$ cat config.mk
export PLATFORM = sky130hd
export DESIGN_NAME = sgs_ctrl
export DESIGN_NICKNAME = d
export VERILOG_FILES = /design/src/sgs_pkg.sv /design/src/sgs_grp_if.sv /design/src/sgs_ctrl.sv /design/src/sgs_group_sel.sv
export SDC_FILE = /design/constraint.sdc
export NUM_CORES = 1
export LEC_CHECK = 0
export BUFFER_PORTS_ARGS = -buffer_cell sky130_fd_sc_hd__buf_4
export CAP_MARGIN = 40
export CORE_MARGIN = 2
export CORE_UTILIZATION = 25
export CTS_CLUSTER_DIAMETER = 60
export DETAILED_ROUTE_END_ITERATION = 16
export SLEW_MARGIN = 10
export SYNTH_ARGS = -nofsm -noshare
export SYNTH_HDL_FRONTEND = slang
export SYNTH_SLANG_ARGS = --single-unit
$ cat constraint.sdc
create_clock -name core_clk -period 2.43 [get_ports core_clk]
set_input_delay 0.243 -clock core_clk [delete_from_list [all_inputs] [get_ports core_clk]]
set_output_delay 0.243 -clock core_clk [all_outputs]
set_load 0.01 [all_outputs]
$ cat src/sgs_pkg.sv
package sgs_pkg;
    // ****************************************************************
    // Clock and timing
    // ****************************************************************
    localparam int SGS_CLK_PERIOD_NS = 20;
    localparam int SGS_TICK_PERIOD_NS = 1000000;
    localparam int SGS_TICK_CYCLES = SGS_TICK_PERIOD_NS / SGS_CLK_PERIOD_NS;
    localparam int SGS_ALARM_TIME_S = 3;
    localparam logic [11:0] SGS_ALARM_TICKS = 12'(SGS_ALARM_TIME_S * 1000);
    localparam int SGS_ALARMS = 4;

    // ****************************************************************
    // Setting groups and selector positions
    // ****************************************************************
    localparam int SGS_GROUPS = 6;
    localparam logic [2:0] SGS_GROUP_DEFAULT = 3'h1;
    localparam logic [2:0] SGS_POS_NONE = 3'h0;
    localparam logic [2:0] SGS_POS_FIRST = 3'h1;

    // ****************************************************************
    // Register byte offsets
    // ****************************************************************
    localparam logic [4:0] SGS_CFG_OFS = 5'h00;
    localparam logic [4:0] SGS_TIMEOUT_OFS = 5'h04;
    localparam logic [4:0] SGS_STATUS_OFS = 5'h08;
    localparam logic [4:0] SGS_IRQ_STAT_OFS = 5'h0c;
    localparam logic [4:0] SGS_IRQ_MASK_OFS = 5'h10;

    // ****************************************************************
    // Field positions and reset values
    // ****************************************************************
    localparam int SGS_CFG_RANGE_LSB = 0;
    localparam int SGS_CFG_STEP_ACK_BIT = 3;
    localparam int SGS_CFG_CODE_ACK_BIT = 4;
    localparam int SGS_CFG_PWR_SYNC_BIT = 5;
    localparam logic [5:0] SGS_CFG_RESET = 6'h07;
    localparam logic [15:0] SGS_TIMEOUT_RESET = 16'h1388;
    localparam int SGS_ST_POS_LSB = 0;
    localparam int SGS_ST_PRE_LSB = 3;
    localparam int SGS_ST_GROUP_LSB = 6;
    localparam int SGS_ST_BUSY_BIT = 9;
    localparam int SGS_ST_ALARM_LSB = 10;

    // Interrupt bits: 0 position applied, 1 step alarm, 2 code alarm,
    // 3 range alarm, 4 power-up alarm, 5 group changed.
    localparam int SGS_IRQ_BITS = 6;
    localparam int SGS_IRQ_POS = 0;
    localparam int SGS_IRQ_ALARM_LSB = 1;
    localparam int SGS_IRQ_GROUP = 5;
    localparam int SGS_AL_STEP = 0;
    localparam int SGS_AL_CODE = 1;
    localparam int SGS_AL_RANGE = 2;
    localparam int SGS_AL_PWR = 3;

    typedef enum logic [1:0] {SGS_SEL_IDLE, SGS_SEL_STEP, SGS_SEL_CODE} sgs_sel_state_t;
endpackage : sgs_pkg

$ cat src/sgs_grp_if.sv
`timescale 1ns/100ps
interface sgs_grp_if;
    logic [4:0] req;
    logic block;
    logic [2:0] active;
    logic changed;
    modport ctl (input req, input block, output active, output changed);
    modport usr (output req, output block, input active, input changed);
endinterface : sgs_grp_if

$ cat src/sgs_ctrl.sv
// The implementer's own choices: the register addresses and the Avalon-MM register port.
`timescale 1ns/100ps
module sgs_ctrl #(
    parameter int TICK_CYCLES = sgs_pkg::SGS_TICK_CYCLES
) (
    // Clock and reset
    input wire logic core_clk,
    input wire logic rst,
    // Avalon-MM register slave
    input wire logic [4:0] address,
    input wire logic read,
    input wire logic write,
    input wire logic [31:0] writedata,
    output logic [31:0] readdata,
    output logic waitrequest,
    output logic irq,
    // Setting group control
    input wire logic [4:0] group_activate,
    input wire logic group_change_block,
    output logic [2:0] active_group,
    // Selector control inputs
    input wire logic step_advance,
    input wire logic step_ack,
    input wire logic position_code_bit0,
    input wire logic position_code_bit1,
    input wire logic position_code_bit2,
    input wire logic code_ack,
    // Selector outputs
    output logic [2:0] selector_position,
    output logic step_alarm,
    output logic code_alarm,
    output logic range_alarm,
    output logic power_alarm,
    // Non-volatile position store
    input wire logic [2:0] nv_position_in,
    output logic [2:0] nv_position_out,
    output logic nv_write
);
    import sgs_pkg::*;

    // ****************************************************************
    // Register bus slave
    // ****************************************************************
    logic ack_reg;
    logic [31:0] readdata_reg;
    logic [5:0] cfg_reg;
    logic [15:0] timeout_reg;
    logic [SGS_IRQ_BITS-1:0] irq_stat_reg;
    logic [SGS_IRQ_BITS-1:0] irq_mask_reg;
    logic [SGS_IRQ_BITS-1:0] irq_event;
    logic wr_en;
    logic [31:0] status_word;
    logic [2:0] full_range;
    logic step_ack_mode;
    logic code_ack_mode;
    logic pwr_sync_mode;

    // Each access is answered on its second cycle.
    assign waitrequest = (read | write) & ~ack_reg;
    assign wr_en = write & ack_reg;
    assign readdata = readdata_reg;

    assign full_range = cfg_reg[SGS_CFG_RANGE_LSB +: 3];
    assign step_ack_mode = cfg_reg[SGS_CFG_STEP_ACK_BIT];
    assign code_ack_mode = cfg_reg[SGS_CFG_CODE_ACK_BIT];
    assign pwr_sync_mode = cfg_reg[SGS_CFG_PWR_SYNC_BIT];

    always_ff @(posedge core_clk)
    begin
        if (rst)
        begin
            ack_reg <= 1'b0;
        end
        else
        begin
            ack_reg <= (read | write) & ~ack_reg;
        end
    end

    always_ff @(posedge core_clk)
    begin
        if (rst)
        begin
            readdata_reg <= 32'h0;
        end
        else if (read && !ack_reg)
        begin
            unique case (address)
                SGS_CFG_OFS: readdata_reg <= {26'h0, cfg_reg};
                SGS_TIMEOUT_OFS: readdata_reg <= {16'h0, timeout_reg};
                SGS_STATUS_OFS: readdata_reg <= status_word;
                SGS_IRQ_STAT_OFS: readdata_reg <= {26'h0, irq_stat_reg};
                SGS_IRQ_MASK_OFS: readdata_reg <= {26'h0, irq_mask_reg};
                default: readdata_reg <= 32'h0;
            endcase
        end
    end

    always_ff @(posedge core_clk)
    begin
        if (rst)
        begin
            cfg_reg <= SGS_CFG_RESET;
            timeout_reg <= SGS_TIMEOUT_RESET;
            irq_mask_reg <= '0;
        end
        else if (wr_en)
        begin
            if (address == SGS_CFG_OFS)
            begin
                cfg_reg <= writedata[5:0];
            end
            if (address == SGS_TIMEOUT_OFS)
            begin
                timeout_reg <= writedata[15:0];
            end
            if (address == SGS_IRQ_MASK_OFS)
            begin
                irq_mask_reg <= writedata[SGS_IRQ_BITS-1:0];
            end
        end
    end

    // ****************************************************************
    // Interrupt status
    // ****************************************************************
    // A new event in the clearing cycle keeps its bit set.
    always_ff @(posedge core_clk)
    begin
        if (rst)
        begin
            irq_stat_reg <= '0;
        end
        else
        begin
            if (wr_en && address == SGS_IRQ_STAT_OFS)
            begin
                irq_stat_reg <= (irq_stat_reg & ~writedata[SGS_IRQ_BITS-1:0]) | irq_event;
            end
            else
            begin
                irq_stat_reg <= irq_stat_reg | irq_event;
            end
        end
    end

    assign irq = |(irq_stat_reg & irq_mask_reg);

    // ****************************************************************
    // Setting group selection
    // ****************************************************************
    sgs_grp_if grp_bus ();

    assign grp_bus.req = group_activate;
    assign grp_bus.block = group_change_block;
    assign active_group = grp_bus.active;

    sgs_group_sel u_group_sel (
        .core_clk(core_clk),
        .rst(rst),
        .grp(grp_bus.ctl)
    );

    // ****************************************************************
    // Millisecond tick
    // ****************************************************************
    logic [15:0] tick_cnt_reg;
    logic ms_tick;

    assign ms_tick = (tick_cnt_reg == 16'(TICK_CYCLES - 1));

    always_ff @(posedge core_clk)
    begin
        if (rst || ms_tick)
        begin
            tick_cnt_reg <= 16'h0;
        end
        else
        begin
            tick_cnt_reg <= tick_cnt_reg + 16'h1;
        end
    end

    // ****************************************************************
    // Selector input edges and code checks
    // ****************************************************************
    logic [2:0] code_in;
    logic [2:0] code_prev_reg;
    logic step_prev_reg;
    logic step_ack_prev_reg;
    logic code_ack_prev_reg;
    logic step_rise;
    logic step_ack_rise;
    logic code_ack_rise;
    logic code_change;
    logic code_valid;
    logic code_rest;

    assign code_in = {position_code_bit2, position_code_bit1, position_code_bit0};
    assign step_rise = step_advance & ~step_prev_reg;
    assign step_ack_rise = step_ack & ~step_ack_prev_reg;
    assign code_ack_rise = code_ack & ~code_ack_prev_reg;
    assign code_change = code_in != code_prev_reg;
    assign code_rest = code_in == SGS_POS_NONE;
    assign code_valid = !code_rest && code_in <= full_range;

    always_ff @(posedge core_clk)
    begin
        if (rst)
        begin
            step_prev_reg <= 1'b0;
            step_ack_prev_reg <= 1'b0;
            code_ack_prev_reg <= 1'b0;
            code_prev_reg <= SGS_POS_NONE;
        end
        else
        begin
            step_prev_reg <= step_advance;
            step_ack_prev_reg <= step_ack;
            code_ack_prev_reg <= code_ack;
            code_prev_reg <= code_in;
        end
    end

    // ****************************************************************
    // Selector sequence
    // ****************************************************************
    sgs_sel_state_t sel_state_reg;
    logic [2:0] pos_reg;
    logic [2:0] pre_reg;
    logic [15:0] wait_reg;
    logic wait_done;
    logic pu_done_reg;
    logic apply;
    logic discard;
    logic [SGS_ALARMS-1:0] alarm_start;
    logic [SGS_ALARMS-1:0] alarm_active;
    logic [2:0] step_next;
    logic [2:0] pu_pos;
    logic pu_ok;
    logic seq_ack_mode;
    logic seq_ack_rise;

    // Wraps at the upper position; an unset position steps to one.
    assign step_next = (pre_reg >= full_range) ? SGS_POS_FIRST : pre_reg + 3'h1;
    assign seq_ack_mode = (sel_state_reg == SGS_SEL_STEP) ? step_ack_mode : code_ack_mode;
    assign seq_ack_rise = (sel_state_reg == SGS_SEL_STEP) ? step_ack_rise : code_ack_rise;
    assign wait_done = wait_reg == 16'h0;
    assign apply = pu_done_reg && sel_state_reg != SGS_SEL_IDLE
        && (seq_ack_mode ? seq_ack_rise : wait_done);
    assign discard = pu_done_reg && sel_state_reg != SGS_SEL_IDLE
        && seq_ack_mode && !seq_ack_rise && wait_done;
    assign pu_pos = pwr_sync_mode ? code_in : nv_position_in;
    assign pu_ok = pu_pos != SGS_POS_NONE && pu_pos <= full_range;

    always_ff @(posedge core_clk)
    begin
        if (rst)
        begin
            sel_state_reg <= SGS_SEL_IDLE;
            pre_reg <= SGS_POS_NONE;
        end
        else if (!pu_done_reg || apply || discard)
        begin
            sel_state_reg <= SGS_SEL_IDLE;
            pre_reg <= !pu_done_reg ? (pu_ok ? pu_pos : SGS_POS_NONE)
                : (apply ? pre_reg : pos_reg);
        end
        else
        begin
            unique case (sel_state_reg)
                SGS_SEL_IDLE:
                begin
                    if (step_rise)
                    begin
                        sel_state_reg <= SGS_SEL_STEP;
                        pre_reg <= step_next;
                    end
                    else if (code_change && code_valid)
                    begin
                        sel_state_reg <= SGS_SEL_CODE;
                        pre_reg <= code_in;
                    end
                end
                SGS_SEL_STEP:
                begin
                    if (step_rise)
                    begin
                        pre_reg <= step_next;
                    end
                end
                SGS_SEL_CODE:
                begin
                    if (code_change && code_valid)
                    begin
                        pre_reg <= code_in;
                    end
                end
            endcase
        end
    end

    // Time-out restarts on each activity of the sequence's own input.
    always_ff @(posedge core_clk)
    begin
        if (rst)
        begin
            wait_reg <= 16'h0;
        end
        else if ((sel_state_reg != SGS_SEL_CODE && step_rise)
            || (sel_state_reg != SGS_SEL_STEP && code_change && code_valid))
        begin
            wait_reg <= timeout_reg;
        end
        else if (ms_tick && !wait_done)
        begin
            wait_reg <= wait_reg - 16'h1;
        end
    end

    // Applied position, with power-up load and storage write.
    always_ff @(posedge core_clk)
    begin
        if (rst)
        begin
            pu_done_reg <= 1'b0;
            pos_reg <= SGS_POS_NONE;
            nv_position_out <= SGS_POS_NONE;
            nv_write <= 1'b0;
        end
        else
        begin
            nv_write <= 1'b0;
            if (!pu_done_reg)
            begin
                pu_done_reg <= 1'b1;
                pos_reg <= pu_ok ? pu_pos : SGS_POS_NONE;
            end
            else if (apply)
            begin
                pos_reg <= pre_reg;
                nv_position_out <= pre_reg;
                nv_write <= 1'b1;
            end
        end
    end

    assign selector_position = pos_reg;

    // ****************************************************************
    // Timed alarms
    // ****************************************************************
    assign alarm_start[SGS_AL_STEP] = discard && sel_state_reg == SGS_SEL_STEP;
    assign alarm_start[SGS_AL_CODE] = discard && sel_state_reg == SGS_SEL_CODE;
    assign alarm_start[SGS_AL_RANGE] = pu_done_reg && sel_state_reg != SGS_SEL_STEP
        && code_change && !code_rest && !code_valid;
    assign alarm_start[SGS_AL_PWR] = !pu_done_reg && !pu_ok;

    generate
        for (genvar a = 0; a < SGS_ALARMS; a++)
        begin : g_alarm
            logic [11:0] left_reg;

            always_ff @(posedge core_clk)
            begin
                if (rst)
                begin
                    left_reg <= 12'h0;
                end
                else if (alarm_start[a])
                begin
                    left_reg <= SGS_ALARM_TICKS;
                end
                else if (ms_tick && left_reg != 12'h0)
                begin
                    left_reg <= left_reg - 12'h1;
                end
            end

            assign alarm_active[a] = left_reg != 12'h0;
        end
    endgenerate

    assign step_alarm = alarm_active[SGS_AL_STEP];
    assign code_alarm = alarm_active[SGS_AL_CODE];
    assign range_alarm = alarm_active[SGS_AL_RANGE];
    assign power_alarm = alarm_active[SGS_AL_PWR];

    assign irq_event = {grp_bus.changed, alarm_start, apply};

    assign status_word = {18'h0, alarm_active,
        sel_state_reg != SGS_SEL_IDLE,
        grp_bus.active, pre_reg, pos_reg};
endmodule : sgs_ctrl

$ cat src/sgs_group_sel.sv
`timescale 1ns/100ps
module sgs_group_sel (
    // Clock and reset
    input wire logic core_clk,
    input wire logic rst,
    // Group requests and result
    sgs_grp_if.ctl grp
);
    import sgs_pkg::*;

    logic [2:0] group_reg;
    logic [2:0] group_next;
    logic changed_reg;

    // Highest requested group wins; group 1 has no request line.
    always_comb
    begin
        group_next = SGS_GROUP_DEFAULT;
        for (int i = 0; i < SGS_GROUPS - 1; i++)
        begin
            if (grp.req[i])
            begin
                group_next = 3'(i + 2);
            end
        end
    end

    always_ff @(posedge core_clk)
    begin
        if (rst)
        begin
            group_reg <= SGS_GROUP_DEFAULT;
            changed_reg <= 1'b0;
        end
        else
        begin
            changed_reg <= 1'b0;
            if (!grp.block && group_next != group_reg)
            begin
                group_reg <= group_next;
                changed_reg <= 1'b1;
            end
        end
    end

    assign grp.active = group_reg;
    assign grp.changed = changed_reg;
endmodule : sgs_group_sel

==> results of run 1 <==
[where the power goes]
part           switching (mW)  internal (mW)
Clock                    1.02           1.78
Combinational           0.324          0.253
Sequential             0.0692           2.59
Total                    1.42           4.62
[Yosys cell counts, types with 4 or more instances]
cell / number / area share [%]
or3_1: 10 / 0.82
nand2_1: 88 / 4.3
nor4_1: 12 / 0.99
o31a_1: 4 / 0.46
nor3_1: 31 / 2.0
nand3b_1: 8 / 0.79
mux2i_1: 16 / 2.1
nor2_1: 100 / 4.9
a21o_1: 10 / 0.99
or2_2: 5 / 0.41
dfxtp_1: 154 / 41
a222oi_1: 14 / 1.8
a31oi_1: 4 / 0.33
nand3_1: 26 / 1.7
and3_1: 14 / 1.2
a21oi_1: 60 / 4.0
nor2b_1: 13 / 1.1
nand2b_1: 9 / 0.74
xnor2_1: 34 / 3.9
ha_1: 20 / 3.3
nand4_1: 6 / 0.49
clkbuf_1: 25 / 1.2
nor4_2: 5 / 0.82
o21ai_0: 15 / 0.99
buf_2: 9 / 0.59
inv_1: 28 / 1.4
and2_1: 6 / 0.49
a211oi_1: 17 / 1.7
xor2_1: 37 / 4.3
a22oi_1: 11 / 1.1
buf_4: 18 / 1.8
[what timing repair did]
action | in CTS | in global routing
endpoints found under the setup margin | 0 | 7
buffers inserted | 0 | 3
gates resized for setup | 0 | 4
[tightest hold or removal path, stage by stage]
cell and delay (ns):
buf_4 0.08, nand2_1 0.04, nand3_1 0.06
[per-stage QoR]
step	total power, mW	std cells	instance area, um2	util, %
floorplan	3.07	890	7650	-
global placement	3.27	1329	8620	28.9
detailed placement	3.28	1330	8640	29.0
CTS	6.08	1362	9270	31.1
global route	6.27	1365	9310	31.2
finish	6.04	1365	9310	31.2
[per-layer routing]
layer,wire (um),part of all wire [%]
met1,9270,49
met2,8360,44
met3,1030,5.5
met4,250,1.3
met5,0,0
[worst paths after layout]
kind,from,end,slack (ns),depth (start not counted)
max,g_alarm[2].left_reg[0],range_alarm,0.11,7
min,writedata[8],timeout_reg[8],0.03,3
max reg2reg,cfg_reg[5],pre_reg[0],0.11,9
min reg2reg,readdata[1],readdata[1],0.46,2
[logic make-up (layout without fill, tap and decap cells)]
logic type,after synthesis,in the layout,share of synthesized area [%]
xor+xnor,71,71,8.19
compound gates,168,168,15.2
mux,17,17,2.26
flops,154,154,40.6
fa+ha+maj,20,20,3.29
simple gates,363,363,25.3
other cells,1,16,0.0494
buf+inv,81,166,5.14
[final cells by class]
cell class,count,share of cell area (%)
Clock buffer,26,5.58
Clock inverter,6,1.16
Inverter,28,1.13
Multi-Input combinational cell,655,45.0
Sequential cell,154,33.1
Tap cell,390,5.24
Timing Repair Buffer,106,8.73
==> run metrics, run 1 <==
status completed; GRT met3 Usage 2.69%; clock slew seen by the registers of the worst setup and hold paths 0.06 ns; clock latency on the worst-skew pair 0.42 ns; Post-synth EDFFs 0; Core Box Area 0.0298 mm2; Area Growth Syn to Fin 22.5%; Post-synth top flop dfxtp_1; Clock Sinks 154; number of DRC markers in iteration 0 305; max FFs per register 48; FMAX 431 MHz; Hold Path Class in2reg; pre-CTS setup slack 0.144 ns; gr busiest metal met2; pwr/cell area 649 mW/mm2; total grt overflow 0; CP Data Required Time 2.19 ns; TNS Setup 0 ns; setup ws final 0.110 ns; CTS Buffer Depth 2; CP Capture Type primary output; largest net degree at the start of global routing 48; Synth warnings 0; GRT Util Overall 12.1%; most common cell after layout, fill and taps aside dfxtp_1; Leak Pwr 3.62 nW; Crit-path slowest cell or3b_4; register area 0.00308 mm2; max incr delay on CP 0.41 ns; Max FO, Critical Path 3; met1 Usage GRT 16.5%; synth unique cells 79; Ports 104; # DRC 0; Syn Area/Cell 8.68 um2; Pre-antenna DRT Iters 6; relative slew slack 66.9%; Max VDD drop 0.468 mV; vias in the first global route 6046; Synth async-reset ratio 0%; initial antenna violation count 0; synthesized area 0.00760 mm2; number of port buffers 71; std cell rows 63; # Max-Cap Violations 0; Total Routed Length 18.9 mm; Die X-Extent 178 um; most frequent cells in the layout dfxtp_1 (154), buf_4 (104), nor2_1 (100), nand2_1 (88), a21oi_1 (60); critical path startpoint category flip-flop; WS Path Type reg2out; ANT nets after route 0; final hold slack 0.0284 ns; Max Clock Skew 0.00831 ns; Hold Buf Count CTS 0; Mapped Cells 875; TritonCTS Buffers 17; Crit path arrival time 2.08 ns; period utilisation layout 95.5%; pin slew with the least headroom to its limit 0.492 ns; Min Clock Period, post-route 2.32 ns; met2 Resource Use GR 18.8%; CP bufs+invs 4; first-pass GRT wire length 30.8 mm; register bit total from synthesis 154; Setup Viol. Count Final 0; WL/cell 13.9 um; fin. max-slew vios 0; ANT cells 0; sequential area share after synthesis 40.6%; die area 0.0318 mm2; initial core utilization 25.5%; CTS root buffer clkbuf_16; Vias/cell 4.71; CTS tree built; nets 1038; RD Place Congestion 0.821; proportion of layout cells with a drive suffix above 1 17.9%; final hold violations 0; Multi-input gate area 0.00419 mm2; H-tree depth 4; chip height 178 um; FILL cells 3149; CP Cell Sequence inv_1 -> ha_1 -> or3b_4 -> nor4_4 -> buf_4 -> inv_1 -> buf_4; Via Count 6425; CP top delay family simple AND/OR/NAND/NOR gates; DPL Wire Length 13.9 mm
(Power assumes the default switching activity.)
==> run 2: changes to the inputs <==
--- a/config.mk
+++ b/config.mk
@@ -5,6 +5,7 @@
 export SDC_FILE = /design/constraint.sdc
 export NUM_CORES = 1
 export LEC_CHECK = 0
+export ABC_AREA = 1
 export BUFFER_PORTS_ARGS = -buffer_cell sky130_fd_sc_hd__buf_4
 export CAP_MARGIN = 40
 export CORE_MARGIN = 2
==> run 2 against run 1 <==
Count of clock-buffer cells in the layout decreased by 4. Hold slack improved by 0.0021 ns. Sequential share of layout area decreased by 2.5 points. Total power decreased by 0.74%. Critical endpoint is now pre_reg[2]. Clock power decreased by 3%. Non-clock buffer count decreased by 14. Combinational power increased by 12%. Die area increased by 10%. First-iteration DRC count increased by 86%. Utilization decreased by 1.0 points. Worst setup slack improved by 0.095 ns. Final cell count increased by 30%. Largest cell class unchanged.
==> run metrics, run 2 <==
status completed; Hold Buf Count CTS 0; total grt overflow 0; Final Instance Area 0.0101 mm2; Comb power frac 10.8%; max FFs per register 48; final hold violations 0; proportion of layout cells with a drive suffix above 1 13.3%; Clock Sinks 154; Post-synth top flop dfxtp_1; DPL Wire Length 17.1 mm; # DRC 0; chip height 187 um; hold_sp group_change_block; Via Count 7968; pin slew with the least headroom to its limit 0.811 ns; vias in the first global route 7406; Clock power frac 45.2%; Synth async-reset ratio 0%; critical path startpoint category flip-flop; RSZ-0062 raised after global routing no; relative slew slack 45.9%; Ports 104; Mapped Cells 1224; Synth warnings 0; CTS root buffer clkbuf_16; post-synth top area share 36.7%; synthesized area 0.00839 mm2; initial core utilization 25.2%; ANT nets after route 0; CTS tree built; simple-gate share of the synthesized area 31.6%; Max VDD drop 0.508 mV; clock latency on the worst-skew pair 0.43 ns; nets 1385; Syn Area/Cell 6.86 um2; Area Growth Syn to Fin 19.9%; Hold Path Class in2reg; WS Path Type reg2reg; std cell rows 67; GRT Util Overall 13.1%; WHS Endpoint u_group_sel.grp.active[0]; Area contributors post-synth dfxtp_1 (37%), nand2_1 (12%), inv_1 (6.8%); largest net degree at the start of global routing 70; Max FO, Critical Path 6; Max Clock Skew 0.00778 ns; Vias/cell 4.51; Die X-Extent 187 um; Synth top cells by count nand2_1 (262), dfxtp_1 (154), inv_1 (152); first-pass GRT wire length 37.4 mm; Crit path arrival time 2.54 ns; CTS Buffer Depth 2; largest family of logic cells by synthesized area simple AND/OR/NAND/NOR gates; Post-synth EDFFs 0; H-tree depth 4; CP Capture Type flip-flop; Flop pwr share 44.0%; CP Data Required Time 2.74 ns; number of DRC markers in iteration 0 567; sequential area share after synthesis 36.7%; XOR/XNOR Fraction of Synth Area 5.11%; Min Clock Period, post-route 2.22 ns; Synth area leader dfxtp_1; synth unique cells 55; worst r2r src sel_state_reg[1]; Total Routed Length 22.7 mm; TritonCTS Buffers 17; Cells on Worst Hold Path 2; most frequent cells in the layout nand2_1 (261), dfxtp_1 (153), inv_1 (151), nor2_1 (149), a21oi_1 (101); Pre-antenna DRT Iters 6; Compound-Gate Fraction of Synth Area 13.3%; fin. max-slew vios 0; Leak Pwr 4.56 nW; pwr/cell area 596 mW/mm2; clock slew seen by the registers of the worst setup and hold paths 0.06 ns; Pint 4.48 mW; Reg2Reg Depth 14; die area 0.0351 mm2; Core Box Area 0.0333 mm2; FF-to-FF End pre_reg[2]; R2R Setup Slk 0.21 ns; most common cell in the synthesized netlist nand2_1; FILL cells 3624; number of port buffers 71; ANT cells 0; switch share 25.3%; initial antenna violation count 0; TNS Setup 0 ns; Setup Viol. Count Final 0; Post-DP Area 0.00944 mm2; WL/cell 12.8 um; P_sw 1.52 mW; RD Place Congestion 0.869; most common cell after layout, fill and taps aside nand2_1; period utilisation layout 91.6%; area share of fa/ha/maj cells after synthesis 2.98%; FMAX 449 MHz; # Max-Cap Violations 0; multiplexer area fraction after synthesis 0%; register bit total from synthesis 154
-- run 2: cell types whose count changed after synthesis, sizes merged, moves of 14 or more --
cell / delta
inv: +134
nand4: +14
a211oi: -16
nor2: +62
nand2: +185
nand3: +50
mux2i: -16
and3: -14
o21ai: +51
a21oi: +42
a222oi: -14
xnor2: -14
-- run 2: power groups by stage --
| stage | combinational (mW) | sequential (mW) | clock (mW) |
|---|---|---|---|
| after floorplan | 0.437 | 2.68 | 0 |
| final | 0.649 | 2.64 | 2.71 |
| after global routing | 0.729 | 2.64 | 2.87 |
| after detailed placement | 0.627 | 2.69 | 0 |
| after CTS | 0.631 | 2.64 | 2.78 |
| after global placement | 0.621 | 2.69 | 0 |
-- run 2: area by class of cell --
cell class              instances  area, um2  area share (%)
clock buffers                  22        464            4.61
clock inverters                 8        120            1.19
inverters                     163        621            6.17
multi-input cells             880       4510            44.9
flip-flops and latches        154       3080            30.7
well taps                     448        561            5.57
repair buffers                 92        691            6.86
repair inverters                1       7.51          0.0746
-- run 2: metal layers --
metal  GRT usage, %  up-vias  part of all wire [%]
met5              0        -                     0
met4           2.87        0                   1.2
met3           2.95       31                   4.8
met2           20.2      170                    43
met1           18.4     3662                    51
li1               -     4105                     -
-- run 2: cells by family (layout without fill, tap and decap cells) --
logic type / after synthesis / count (layout)
flip-flops: 154 / 154
other: 1 / 16
XOR/XNOR: 49 / 49
AO/OA/AOI/OAI: 206 / 206
buffers and inverters: 205 / 286
adder cells (fa/ha/maj): 20 / 20
AND/OR/NAND/NOR: 589 / 589
-- run 2: metrics by stage --
| stage | power [mW] | hold WS, ns | utilization, % | worst slack, ns | instances |
|---|---|---|---|---|---|
| 2_1_floorplan | 3.11 | 0.350 | - | 0.604 | 1239 |
| 3_3_place_gp | 3.31 | 0.440 | 28.4 | 0.121 | 1734 |
| 3_5_place_dp | 3.32 | 0.427 | 28.4 | 0.118 | 1734 |
| 4_1_cts | 6.05 | 0.0161 | 30.1 | 0.0924 | 1764 |
| 5_1_grt | 6.25 | 0.0362 | 30.2 | 0.0137 | 1768 |
| 6_report | 5.99 | 0.0306 | 30.2 | 0.205 | 1768 |
-- run 2: critical path, cell delays in order, from the launching register on --
cell	delay [ns]
dfxtp_1	0.36
inv_1	0.07
ha_1	0.27
inv_2	0.18
nand2_1	0.07
nand2_1	0.09
nand3_1	0.09
nand2_1	0.07
inv_1	0.07
nand2_2	0.07
nand2_1	0.04
nor2_1	0.25
nand3_1	0.21
o21ai_0	0.20
a21oi_1	0.06
-- run 2: how the worst max path moves through the flow --
| stage | to | startpoint |
|---|---|---|
| 2_1_floorplan | g_alarm[3].left_reg[9] | cfg_reg[5] |
| 6_report | pre_reg[2] | sel_state_reg[1] |
| 3_3_place_gp | g_alarm[3].left_reg[9] | position_code_bit2 |
| 3_5_place_dp | g_alarm[3].left_reg[1] | cfg_reg[5] |
| 5_1_grt | range_alarm | g_alarm[2].left_reg[0] |
| 4_1_cts | g_alarm[3].left_reg[1] | cfg_reg[5] |
-- run 2: what timing repair did --
action / in CTS / in global routing
setup buffers: 0 / 3
setup endpoints to repair: 0 / 25
gates resized for setup: 0 / 5
